==> src/core/lin_cmd_params.svh <==
// Constants for the position, parameter and sleep frame decoder and its controller.
`ifndef LIN_CMD_PARAMS_SVH
`define LIN_CMD_PARAMS_SVH

// ----------------------------------------------------------------------
// Frame layout
// ----------------------------------------------------------------------
`define SHORT4_DATA_BYTES 4'h8
`define PARAM_DATA_BYTES 4'h4
`define SLEEP_DATA_BYTES 4'h8
`define SHORT4_ID_HIGH 2'h3
`define SLEEP_ID 8'h3c
`define SLEEP_FIRST_BYTE 8'h00
`define SLEEP_FILL_BYTE 8'hff
`define SHORT_FIXED_BIT 4
`define SHORT_ADDR_LSB 0
`define SHORT_POS_HI_LSB 5
`define SECURE_POS_NONE 11'h400
`define CSUM_GOOD 8'hff

// ----------------------------------------------------------------------
// Controller register map (APB byte offsets) and fields
// ----------------------------------------------------------------------
`define REG_CTRL 12'h000
`define REG_DATA_LO 12'h004
`define REG_DATA_HI 12'h008
`define REG_STATUS 12'h00c
`define CTRL_KIND_LSB 0
`define CTRL_ID_LSB 8
`define CTRL_GO_BIT 31
`define STATUS_BUSY_BIT 0
`define STATUS_REFUSED_BIT 1

`endif

==> src/core/lin_cmd_pkg.sv <==
// Types and shared helpers for the frame decoder and its controller.
package lin_cmd_pkg;

    // Command kinds the controller can send.
    typedef enum logic [1:0] {
        KIND_SHORT4 = 2'h0,
        KIND_PARAM = 2'h1,
        KIND_SLEEP = 2'h2
    } cmd_kind_e;

    // Controller frame sequencer, Gray coded along the send path.
    typedef enum logic [1:0] {
        TX_IDLE = 2'h0,
        TX_ID = 2'h1,
        TX_DATA = 2'h3,
        TX_CHK = 2'h2
    } tx_state_e;

    // Sleep handling in the device, not Gray coded: SL_ENTER to SL_IDLE flips both bits.
    typedef enum logic [1:0] {
        SL_IDLE = 2'h0,
        SL_WAIT = 2'h1,
        SL_ENTER = 2'h3
    } sleep_state_e;

    // Adds the two parity bits on top of a six-bit identifier.
    function automatic logic [7:0] protect_id(input logic [5:0] id);
        logic p0;
        logic p1;
        p0 = id[0] ^ id[1] ^ id[2] ^ id[4];
        p1 = ~(id[1] ^ id[3] ^ id[4] ^ id[5]);
        return {p1, p0, id};
    endfunction

    // Eight-bit sum with the carry folded back in.
    function automatic logic [7:0] csum_add(input logic [7:0] a, input logic [7:0] b);
        logic [8:0] s;
        s = {1'b0, a} + {1'b0, b};
        return s[7:0] + {7'h00, s[8]};
    endfunction

endpackage

==> src/core/lin_frame_if.sv <==
// Byte-level frame link between the bus controller and the positioner decoder.
`timescale 1ns/1ps
interface lin_frame_if;
    logic byte_valid;
    logic [7:0] byte_data;
    logic byte_first;
    logic byte_last;

    // The controller sends protected identifier, data bytes and checksum.
    modport controller (
        output byte_valid,
        output byte_data,
        output byte_first,
        output byte_last
    );

    // The device only listens.
    modport device (
        input byte_valid,
        input byte_data,
        input byte_first,
        input byte_last
    );
endinterface

==> src/core/lin_position_sleep_cmd_decoder.sv <==
// Positioner end: decodes short-position, position-with-parameters and sleep frames.
`timescale 1ns/1ps
`include "lin_cmd_params.svh"

module lin_position_sleep_cmd_decoder (
    input wire logic pclk,
    input wire logic presetn,
    lin_frame_if.device lnk,
    input wire logic [5:0] short_frame_id,
    input wire logic [5:0] param_frame_id,
    input wire logic [3:0] physical_address_bits,
    input wire logic sleep_permit_flag,
    input wire logic [10:0] secure_position,
    input wire logic motion_active,
    output logic [15:0] target_position,
    output logic target_short,
    output logic target_load,
    output logic [3:0] max_velocity_field,
    output logic [3:0] min_velocity_field,
    output logic [3:0] stall_threshold_field,
    output logic [3:0] accel_field,
    output logic params_load,
    output logic decelerating_halt,
    output logic sleep_enter,
    output logic stop_enter,
    output logic frame_error
);

    // ------------------------------------------------------------------
    // Frame capture
    // ------------------------------------------------------------------
    logic [7:0] id_q;
    logic [7:0] data_q [0:7];
    logic [3:0] cnt_q;
    logic [7:0] sum_q;
    logic ovf_q;
    logic in_frame_q;

    wire data_byte = lnk.byte_valid && !lnk.byte_first && !lnk.byte_last && in_frame_q;
    wire frame_end = lnk.byte_valid && lnk.byte_last && in_frame_q;

    // Identifier opens a frame; data bytes are stored and summed.
    always_ff @(posedge pclk or negedge presetn) begin
        if (!presetn) begin
            id_q <= 8'h00;
            cnt_q <= 4'h0;
            sum_q <= 8'h00;
            ovf_q <= 1'b0;
            in_frame_q <= 1'b0;
        end else if (lnk.byte_valid && lnk.byte_first) begin
            id_q <= lnk.byte_data;
            cnt_q <= 4'h0;
            sum_q <= 8'h00;
            ovf_q <= 1'b0;
            in_frame_q <= 1'b1;
        end else if (data_byte) begin
            if (cnt_q == 4'h8) begin
                ovf_q <= 1'b1;
            end else begin
                cnt_q <= cnt_q + 4'h1;
            end
            sum_q <= lin_cmd_pkg::csum_add(sum_q, lnk.byte_data);
        end else if (frame_end) begin
            in_frame_q <= 1'b0;
        end
    end

    // Data byte store, one slot per position in the frame.
    always_ff @(posedge pclk) begin
        if (data_byte && cnt_q < 4'h8) begin
            data_q[cnt_q[2:0]] <= lnk.byte_data;
        end
    end

    // ------------------------------------------------------------------
    // Frame checks
    // ------------------------------------------------------------------
    // A frame is usable only with good parity, good checksum and no overrun.
    wire parity_ok = (lin_cmd_pkg::protect_id(id_q[5:0]) == id_q);
    wire csum_ok = (lin_cmd_pkg::csum_add(sum_q, lnk.byte_data) == `CSUM_GOOD);
    wire frame_ok = frame_end && parity_ok && csum_ok && !ovf_q;
    wire frame_bad = frame_end && !(parity_ok && csum_ok && !ovf_q);

    // Short frame: bits 5:4 set and the whole identifier is the allocated one.
    wire is_short = frame_ok && (id_q[5:4] == `SHORT4_ID_HIGH)
        && (id_q[5:0] == short_frame_id)
        && (cnt_q == `SHORT4_DATA_BYTES);

    // Parameter frame: this node's own parameter identifier, four bytes.
    wire is_param = frame_ok && (id_q[5:0] == param_frame_id)
        && (cnt_q == `PARAM_DATA_BYTES);

    // Sleep frame: fixed identifier and fixed content, no address involved.
    wire sleep_fill = (data_q[1] == `SLEEP_FILL_BYTE) && (data_q[2] == `SLEEP_FILL_BYTE)
        && (data_q[3] == `SLEEP_FILL_BYTE) && (data_q[4] == `SLEEP_FILL_BYTE)
        && (data_q[5] == `SLEEP_FILL_BYTE) && (data_q[6] == `SLEEP_FILL_BYTE)
        && (data_q[7] == `SLEEP_FILL_BYTE);
    wire is_sleep = frame_ok && (id_q == `SLEEP_ID) && (cnt_q == `SLEEP_DATA_BYTES)
        && (data_q[0] == `SLEEP_FIRST_BYTE) && sleep_fill;

    // ------------------------------------------------------------------
    // Byte pair selection for the short frame
    // ------------------------------------------------------------------
    logic short_hit;
    logic [10:0] short_pos;

    // Scans the four pairs; a later matching pair overrides an earlier one.
    always_comb begin
        short_hit = 1'b0;
        short_pos = 11'h000;
        for (int i = 0; i < 4; i++) begin
            if (data_q[2 * i][`SHORT_FIXED_BIT]
                && data_q[2 * i][3:0] == physical_address_bits) begin
                short_hit = 1'b1;
                short_pos = {data_q[2 * i][7:`SHORT_POS_HI_LSB], data_q[2 * i + 1]};
            end
        end
    end

    // ------------------------------------------------------------------
    // Sleep sequencing
    // ------------------------------------------------------------------
    lin_cmd_pkg::sleep_state_e sl_q;
    lin_cmd_pkg::sleep_state_e sl_d;
    wire secure_valid = (secure_position != `SECURE_POS_NONE);
    wire sleep_start = is_sleep && (sl_q == lin_cmd_pkg::SL_IDLE);
    wire sleep_moving = sleep_start && motion_active;

    // Waits for the motor to settle before the final sleep or stop step.
    always_comb begin
        case (sl_q)
            lin_cmd_pkg::SL_IDLE: begin
                if (sleep_moving) begin
                    sl_d = lin_cmd_pkg::SL_WAIT;
                end else if (sleep_start) begin
                    sl_d = lin_cmd_pkg::SL_ENTER;
                end else begin
                    sl_d = lin_cmd_pkg::SL_IDLE;
                end
            end
            lin_cmd_pkg::SL_WAIT: begin
                sl_d = motion_active ? lin_cmd_pkg::SL_WAIT : lin_cmd_pkg::SL_ENTER;
            end
            lin_cmd_pkg::SL_ENTER: begin
                sl_d = lin_cmd_pkg::SL_IDLE;
            end
            default: begin
                sl_d = lin_cmd_pkg::SL_IDLE;
            end
        endcase
    end

    always_ff @(posedge pclk or negedge presetn) begin
        if (!presetn) begin
            sl_q <= lin_cmd_pkg::SL_IDLE;
        end else begin
            sl_q <= sl_d;
        end
    end

    // ------------------------------------------------------------------
    // Target and parameter outputs
    // ------------------------------------------------------------------
    logic [15:0] target_position_q;
    logic target_short_q;
    logic target_load_q;
    logic [3:0] max_velocity_field_q;
    logic [3:0] vmin_q;
    logic [3:0] thr_q;
    logic [3:0] acc_q;
    logic params_load_q;
    logic halt_q;
    logic sleep_enter_q;
    logic stop_enter_q;
    logic frame_error_q;

    wire load_short = is_short && short_hit;
    wire load_secure = sleep_moving && secure_valid;

    // Short targets are half-step counts, sign-extended to sixteen bits.
    wire [15:0] short_ext = {{5{short_pos[10]}}, short_pos};
    wire [15:0] secure_ext = {{5{secure_position[10]}}, secure_position};
    wire [15:0] param_pos = {data_q[0], data_q[1]};

    // Target register: one source per cycle, frames cannot overlap.
    always_ff @(posedge pclk or negedge presetn) begin
        if (!presetn) begin
            target_position_q <= 16'h0000;
            target_short_q <= 1'b0;
            target_load_q <= 1'b0;
        end else begin
            target_load_q <= load_short || is_param || load_secure;
            if (load_short) begin
                target_position_q <= short_ext;
                target_short_q <= 1'b1;
            end else if (is_param) begin
                target_position_q <= param_pos;
                target_short_q <= 1'b0;
            end else if (load_secure) begin
                target_position_q <= secure_ext;
                target_short_q <= 1'b1;
            end
        end
    end

    // Motion parameters follow the same parameter frame as the target.
    always_ff @(posedge pclk or negedge presetn) begin
        if (!presetn) begin
            max_velocity_field_q <= 4'h0;
            vmin_q <= 4'h0;
            thr_q <= 4'h0;
            acc_q <= 4'h0;
            params_load_q <= 1'b0;
        end else begin
            params_load_q <= is_param;
            if (is_param) begin
                max_velocity_field_q <= data_q[2][7:4];
                vmin_q <= data_q[2][3:0];
                thr_q <= data_q[3][7:4];
                acc_q <= data_q[3][3:0];
            end
        end
    end

    // One-cycle event pulses for the motion controller.
    always_ff @(posedge pclk or negedge presetn) begin
        if (!presetn) begin
            halt_q <= 1'b0;
            sleep_enter_q <= 1'b0;
            stop_enter_q <= 1'b0;
            frame_error_q <= 1'b0;
        end else begin
            halt_q <= sleep_moving && !secure_valid;
            sleep_enter_q <= (sl_q == lin_cmd_pkg::SL_ENTER) && sleep_permit_flag;
            stop_enter_q <= (sl_q == lin_cmd_pkg::SL_ENTER) && !sleep_permit_flag;
            frame_error_q <= frame_bad;
        end
    end

    // ------------------------------------------------------------------
    // Port drive
    // ------------------------------------------------------------------
    assign target_position = target_position_q;
    assign target_short = target_short_q;
    assign target_load = target_load_q;
    assign max_velocity_field = max_velocity_field_q;
    assign min_velocity_field = vmin_q;
    assign stall_threshold_field = thr_q;
    assign accel_field = acc_q;
    assign params_load = params_load_q;
    assign decelerating_halt = halt_q;
    assign sleep_enter = sleep_enter_q;
    assign stop_enter = stop_enter_q;
    assign frame_error = frame_error_q;

endmodule

==> src/flat_wrapper.sv <==
// flat-port wrapper written by rule: the top's interface ports become plain ports
module lin_position_sleep_cmd_decoder_flat 
  (pclk, presetn, short_frame_id, param_frame_id, physical_address_bits, sleep_permit_flag, secure_position, motion_active, target_position, target_short, target_load, max_velocity_field, min_velocity_field, stall_threshold_field, accel_field, params_load, decelerating_halt, sleep_enter, stop_enter, frame_error, lnk_byte_valid, lnk_byte_data, lnk_byte_first, lnk_byte_last);
  lin_frame_if lnk_i ();
  input wire logic pclk;
  input wire logic presetn;
  input wire logic [5:0] short_frame_id;
  input wire logic [5:0] param_frame_id;
  input wire logic [3:0] physical_address_bits;
  input wire logic sleep_permit_flag;
  input wire logic [10:0] secure_position;
  input wire logic motion_active;
  output logic [15:0] target_position;
  output logic target_short;
  output logic target_load;
  output logic [3:0] max_velocity_field;
  output logic [3:0] min_velocity_field;
  output logic [3:0] stall_threshold_field;
  output logic [3:0] accel_field;
  output logic params_load;
  output logic decelerating_halt;
  output logic sleep_enter;
  output logic stop_enter;
  output logic frame_error;
  input wire logic [$bits(lnk_i.byte_valid)-1:0] lnk_byte_valid;
  input wire logic [$bits(lnk_i.byte_data)-1:0] lnk_byte_data;
  input wire logic [$bits(lnk_i.byte_first)-1:0] lnk_byte_first;
  input wire logic [$bits(lnk_i.byte_last)-1:0] lnk_byte_last;
  assign lnk_i.byte_valid = lnk_byte_valid;
  assign lnk_i.byte_data = lnk_byte_data;
  assign lnk_i.byte_first = lnk_byte_first;
  assign lnk_i.byte_last = lnk_byte_last;
  lin_position_sleep_cmd_decoder u_core (.pclk(pclk), .presetn(presetn), .lnk(lnk_i), .short_frame_id(short_frame_id), .param_frame_id(param_frame_id), .physical_address_bits(physical_address_bits), .sleep_permit_flag(sleep_permit_flag), .secure_position(secure_position), .motion_active(motion_active), .target_position(target_position), .target_short(target_short), .target_load(target_load), .max_velocity_field(max_velocity_field), .min_velocity_field(min_velocity_field), .stall_threshold_field(stall_threshold_field), .accel_field(accel_field), .params_load(params_load), .decelerating_halt(decelerating_halt), .sleep_enter(sleep_enter), .stop_enter(stop_enter), .frame_error(frame_error));
endmodule
==> config.mk <==
export PLATFORM = sky130hd
export DESIGN_NAME = lin_position_sleep_cmd_decoder_flat
export DESIGN_NICKNAME = d
export VERILOG_FILES = /design/src/core/lin_cmd_pkg.sv /design/src/core/lin_frame_if.sv /design/src/core/lin_position_sleep_cmd_decoder.sv /design/src/flat_wrapper.sv
export VERILOG_INCLUDE_DIRS = /design/src /design/src/core
export SDC_FILE = /design/constraint.sdc
export NUM_CORES = 1
export LEC_CHECK = 0
export ABC_AREA = 1
export BUFFER_PORTS_ARGS = -buffer_cell sky130_fd_sc_hd__buf_2
export CORE_UTILIZATION = 54
export DETAILED_ROUTE_END_ITERATION = 8
export GPL_ROUTABILITY_DRIVEN = 0
export PLACE_DENSITY = 0.77
export SETUP_SLACK_MARGIN = 0.3
export SYNTH_ARGS = -nofsm -noshare
export SYNTH_HDL_FRONTEND = slang
export SYNTH_SLANG_ARGS = --single-unit
==> constraint.sdc <==
create_clock -name pclk -period 3.7 [get_ports pclk]
set_input_delay 0.37 -clock pclk [delete_from_list [all_inputs] [get_ports pclk]]
set_output_delay 0.37 -clock pclk [all_outputs]
set_load 0.005 [all_outputs]
# Yosys cells after proc, flatten, opt, wreduce, memory -nomap -nowiden

Memories as Yosys holds them, arrays and structs flattened.
Cells that the tools add are included.

Flip-flop bits (word level): 63
Bits in writable memories: 64
Output and inout bits: 39
Logic and storage cells: 141
Memories: 1

$add $sub $neg: 3
Magnitude comparators: 1
Eq/ne operators: 24
Mux-type cells: 31
Bitwise logic cells: 7
Reductions and logical operators: 56

Memory list:

| name          | words | width | read ports | clocked after Yosys merged registers in | wr ports | line                                 | source |
|---|---|---|---|---|---|---|---|
| u_core.data_q | 8     | 8     | 8          | 0                                       | 1        | lin_position_sleep_cmd_decoder.sv:33 | `logic [7:0] data_q [0:7];` |

Operator list:

| operator               | number |
|---|---|
| $eq A8 B8 Y1 const B   | 8 |
| $mux W16               | 3 |
| $mux W11               | 4 |
| $logic_and A1 B1 Y1    | 39 |
| $eq A4 B4 Y1           | 4 |
| $mux W8                | 2 |
| $mux W1                | 15 |
| $eq A6 B6 Y1           | 2 |
| $mux W4                | 3 |
| $ne A11 B11 Y1 const B | 1 |
| $add A8 B8 Y9          | 1 |
| $add A8 B1 Y8          | 1 |
| $eq A8 B6 Y1 const B   | 1 |
| $logic_not A8 Y1       | 1 |
| $logic_not A1 Y1       | 6 |
| $mux W2                | 3 |
| $reduce_and A2 Y1      | 3 |
| $reduce_bool A2 Y1     | 3 |
| $xor A1 B1 Y1          | 6 |
| $add A4 B1 Y4 const B  | 1 |
| $eq A2 B2 Y1 const B   | 2 |
| $eq A4 B3 Y1 const B   | 1 |
| $eq A4 B4 Y1 const B   | 1 |
| $lt A4 B4 Y1 const B   | 1 |
| other kinds (9)        | 10 |

# Logic depth before layout (Yosys ltp)

Word-level depth: 18
Gate-level depth with buffers: 26
Gate-level depth less buffers: 26

# Worst setup path before layout

OpenSTA, ideal clock, no wires.

Kind: input-to-reg
From: input lnk_byte_data[0]
To: register u_core.target_position_q[1] (netlist: u_core.target_position[1])
Setup time: 0.113 ns
Arrival time: 3.273 ns
Path slack: 0.314 ns
Cell stages on the path: 24
Path buffers: 1
Cells stage by stage: ha_1 -> fa_1 -> nand3_1 -> nand3_1 -> a21oi_1 -> o21bai_1 -> ha_1 -> ha_1 -> nand3_1 -> inv_1 -> nand3_1 -> nor2_1 -> nand2_1 -> nor2_1 -> nand2_1 -> nor2_2 -> nand3_2 -> nor2_4 -> nand4_4 -> nand2_4 -> buf_8 -> nand3_1 -> nand2_1 -> inv_1

Cells in the longest elaborated chain, start to end: 13
Elaborated cells on any way between the ends: 21
Classes of those cells: 2 x add/sub; 1 x eq/ne; 2 x mux; 16 x reduce/logical

Ends and longest elaborated chain:

| element                              | line                                  | source |
|---|---|---|
| start: declaration                   | flat_wrapper.sv:26                    | `input wire logic [$bits(lnk_i.byte_data)-1:0] lnk_byte_data;` |
| $add A8 B8 Y9 (*)                    | lin_cmd_pkg.sv:38                     | `s = {1'b0, a} + {1'b0, b};` |
| $add A8 B1 Y8 (*)                    | lin_cmd_pkg.sv:39                     | `return s[7:0] + {7'h00, s[8]};` |
| $eq A8 B8 Y1 (no source line) (*)    | n/a                                   |  |
| $logic_and A1 B1 Y1 (*) (2 in a row) | lin_position_sleep_cmd_decoder.sv:81  | `wire frame_ok = frame_end && parity_ok && csum_ok && !ovf_q;` |
| $logic_and A1 B1 Y1 (4 in a row)     | lin_position_sleep_cmd_decoder.sv:98  | `` wire is_sleep = frame_ok && (id_q == `SLEEP_ID) && (cnt_q == `SLEEP_DATA_BYTES) `` |
| $logic_and A1 B1 Y1                  | lin_position_sleep_cmd_decoder.sv:126 | `wire sleep_start = is_sleep && (sl_q == lin_cmd_pkg::SL_IDLE);` |
| $logic_and A1 B1 Y1                  | lin_position_sleep_cmd_decoder.sv:127 | `wire sleep_moving = sleep_start && motion_active;` |
| $logic_and A1 B1 Y1                  | lin_position_sleep_cmd_decoder.sv:178 | `wire load_secure = sleep_moving && secure_valid;` |
| $reduce_bool A3 Y1 (no source line)  | n/a                                   |  |
| end signal: assignment               | lin_position_sleep_cmd_decoder.sv:194 | `target_position_q <= short_ext;` |
| end signal: assignment               | lin_position_sleep_cmd_decoder.sv:197 | `target_position_q <= param_pos;` |
| end signal: assignment               | lin_position_sleep_cmd_decoder.sv:200 | `target_position_q <= secure_ext;` |
| end: declaration                     | lin_position_sleep_cmd_decoder.sv:164 | `logic [15:0] target_position_q;` |

Mark *: on every way between the ends. The rest lies on a longest branch, timed or not.
A chain may end at the register's enable or synchronous reset.

# Worst setup path after layout

From: register u_core.sum_q[0]
To: register u_core.target_position_q[9] (netlist: u_core.target_position[9])

Cells in the longest elaborated chain, start to end: 13
Elaborated cells on any way between the ends: 21
Classes of those cells: 2 x add/sub; 1 x eq/ne; 2 x mux; 16 x reduce/logical

Ends and longest elaborated chain:

| element                              | line                                  | source |
|---|---|---|
| start: declaration                   | lin_position_sleep_cmd_decoder.sv:35  | `logic [7:0] sum_q;` |
| start signal: assignment             | lin_position_sleep_cmd_decoder.sv:62  | `sum_q <= lin_cmd_pkg::csum_add(sum_q, lnk.byte_data);` |
| $add A8 B8 Y9 (*)                    | lin_cmd_pkg.sv:38                     |  |
| $add A8 B1 Y8 (*)                    | lin_cmd_pkg.sv:39                     |  |
| $eq A8 B8 Y1 (no source line) (*)    | n/a                                   |  |
| $logic_and A1 B1 Y1 (*) (2 in a row) | lin_position_sleep_cmd_decoder.sv:81  |  |
| $logic_and A1 B1 Y1 (4 in a row)     | lin_position_sleep_cmd_decoder.sv:98  |  |
| $logic_and A1 B1 Y1                  | lin_position_sleep_cmd_decoder.sv:126 |  |
| $logic_and A1 B1 Y1                  | lin_position_sleep_cmd_decoder.sv:127 |  |
| $logic_and A1 B1 Y1                  | lin_position_sleep_cmd_decoder.sv:178 |  |
| $reduce_bool A3 Y1 (no source line)  | n/a                                   |  |

Marks and branches as above.

==> flow_summary.ini <==
[clock_network]
cts_sinks = 127
insertion_delay_ns = 0.43
cts_hold_buf = 0
cts-root-buf = clkbuf_16
ctsHtreeMaxLevel = 4
cts_tree = yes
clk_pin_slew_worst_paths_ns = 0.06
clock_path_buffers = 2
cts_inserted_buffers = 17

[synth]
syn_area_um2 = 6890
syn_area_per_cell_um2 = 8.33
yosys_warnings = 0
synth_top_area_share = 0.279
synth_cells = 827
syn_nets = 883
synth_area_leaders = edfxtp_1 28%, dfrtp_1 23%, nand2_1 12%
synth.distinct_cells = 44
ys_ff_latch = 127
yosys.area.top_type = edfxtp_1
synth-edff-count = 64
async_reset_ff_frac = 0.496
seq_area_frac_synth = 0.508
synthFlopType = edfxtp_1

[global_route]
grt-busiest-layer = met2
grt_use_met2 = 0.527
grt_use_total = 0.320
grt_max_degree = 64
antenna_found_initial = 0
met1_usage = 0.380
grt_overflow_total = 0
grt_pass1_vias = 6290
met3_usage = 0.0780
grt_first_pass_wirelength_um = 31400

[worst_hold_path]
hold_path.class = in -> async

[timing]
worst_slack_ns = 0.0327
setup_violations = 0
rsz0062_at_grt = true
tightestPinTransition_ns = 1.17
finClkSkew_ns = 0.0122
tns_ns = 0
drv_slew = 0
finalCritPeriodShare = 0.991
fin_crit_ns = 3.67
hold_viol_final = 0
fmax_ghz = 0.273
slew_headroom = 0.211

[die]
io_pins = 81
die_y_um = 115
initial_core_util = 0.564
die-area_um2 = 13200
die_w_um = 115
rows = 40
core_area_um2 = 12200

[critical_path]
crit_required_ns = 4.02
crit_arrival_ns = 3.99
timing.rr.end = u_core.target_position[9]
worstSetupStartpoint = u_core.sum_q[0]
reg2reg_slack_ns = 0.03
reg2reg_depth = 25
cp_max_fo = 8
endpoint_kind = flop
r2r_start = u_core.sum_q[0]
start_kind = flop
path_class = reg -> reg

[power]
leakagePower_nw = 4.20
p_sw_frac = 0.277
peakVddDrop_mv = 0.338
p_seq_frac = 0.401
p_total_mw = 3.99
pwr-share-clk = 0.440
powerDensity_nw_per_um2 = 457
p_int_mw = 2.88
switchingPower_mw = 1.10
power.share.combinational = 0.159

[drt]
route.detailed.drc = 0
first_pass_iters = 8
drt_iter0_markers = 559
viasPerCell = 5.81
vias = 6552
wl_per_cell_um = 18.5
antenna_left = 0
routed_wirelength_um = 20800

[cells_and_area]
mostFrequentLayoutCells = 211 x nand2_1, 106 x inv_1, 80 x buf_2, 64 x edfxtp_1, 63 x dfrtp_1
layout_commonest_cell = nand2_1
final_util = 0.714
area_delta_synth_final_pct = 26.5
layout.nets = 1002
antenna_cells = 0
instances_no_fill = 1127
drive_gt1_frac = 0.221

[placement]
dpl.cell_count = 1077
dp_hpwl_um = 13600
port_buffers = 80
preCtsSetupSlack_ns = -0.0426

[job]
maxCapViolCount = 0

[outcome]
status = completed
repair_timing:
| action | CTS | global route |
|---|---|---|
| endpoints found under the setup margin | 36 | 38 |
| setup buffers | 6 | 4 |
| pin swaps | 13 | 27 |
| cloned | 5 | 3 |
| gates resized for setup | 38 | 39 |
final cells by class:
cell class                      count  area [µm²]
Sequential cell                   127        3500
Timing Repair inverter              1        6.26
Inverter                          116         440
Clock inverter                     10         119
Timing Repair Buffer              119         811
Tap cell                          168         210
Multi-Input combinational cell    564        3130
Fill cell                         924        3490
Clock buffer                       22         508
synthesized netlist by cell type (8+ instances only):
library cell / n
xnor2_1: 8
o211ai_1: 10
edfxtp_1: 64
inv_1: 110
nand3_1: 58
nor3_1: 15
o21ai_0: 45
nor4_1: 9
nand2_1: 219
nor2_1: 56
a21oi_1: 32
ha_1: 13
nand3b_1: 18
nand4_1: 45
dfrtp_1: 63
clkbuf_1: 14
worst max path at each step:
stage	to	slack (ns)	cells after the start
floorplan	u_core.target_position[1]	0.31	24
global placement	u_core.target_position[7]	0.07	25
detailed placement	u_core.target_position[5]	-0.04	25
CTS	u_core.target_position[2]	0.18	25
global route	u_core.target_position[9]	-0.19	25
finish	u_core.target_position[9]	0.03	25
registers in the layout (all words and copies together) (netlist names):
| register | count |
|---|---|
| u_core.data_q | 64 |
| u_core.target_position | 16 |
| u_core.id_q | 8 |
| u_core.sum_q | 8 |
| u_core.accel_field | 4 |
| u_core.cnt_q | 4 |
| u_core.max_velocity_field | 4 |
| u_core.min_velocity_field | 4 |
| u_core.stall_threshold_field | 4 |
| u_core.sl_q | 2 |
| u_core.decelerating_halt | 1 |
| u_core.frame_error | 1 |
| u_core.in_frame_q | 1 |
| u_core.ovf_q | 1 |
| u_core.params_load | 1 |
| u_core.sleep_enter | 1 |
| u_core.stop_enter | 1 |
| u_core.target_load | 1 |
| u_core.target_short | 1 |
critical path, cell delays in order, from the launching register on:
cell and delay, ns:
dfrtp_1 0.41, ha_4 0.18, fa_2 0.36, nand3_2 0.09
nand3_2 0.08, a21oi_2 0.13, o21bai_1 0.09, ha_2 0.22
ha_4 0.28, nand3_4 0.08, inv_2 0.07, nand3_2 0.07
nor2_2 0.10, nand2_1 0.05, nor2_1 0.09, nand2_1 0.07
nor2_2 0.11, nand3_2 0.09, nor2_4 0.18, buf_6 0.13
nand4_4 0.14, buf_6 0.20, nand2_8 0.10, nand3_2 0.08
nand2_1 0.10, inv_1 0.05
logic make-up after synthesis:
kind of cell	after synthesis	share of synthesized area
and+or+nand+nor	437	0.293
buffers and inverters	138	0.0784
DFF	127	0.508
AOI/OAI and AO/OA	102	0.0828
adders and majority gates	14	0.0265
xor gates and xnor gates	9	0.0114
layer usage:
metal  wire length [µm]  share of wire
met2               9950           0.48
met4               1070          0.051
met3               1920          0.092
met5                  0              0
met1               7870           0.38
stage by stage:
stage                     area [µm²]  hold slack, ns
after floorplan                 6890          0.0744
after global placement          7590           0.460
after detailed placement        7590           0.460
after CTS                       8520           0.125
after global routing            8720           0.134
final                           8720          0.0966
power groups by stage:
stage | clock, mW | sequential (mW) | combinational, mW
after floorplan | 0 | 1.60 | 0.383
after global placement | 0 | 1.62 | 0.540
after detailed placement | 0 | 1.62 | 0.554
after CTS | 1.76 | 1.60 | 0.586
after global routing | 1.82 | 1.60 | 0.703
final | 1.75 | 1.60 | 0.636
No activity file was read; power rests on OpenSTA's default activity.
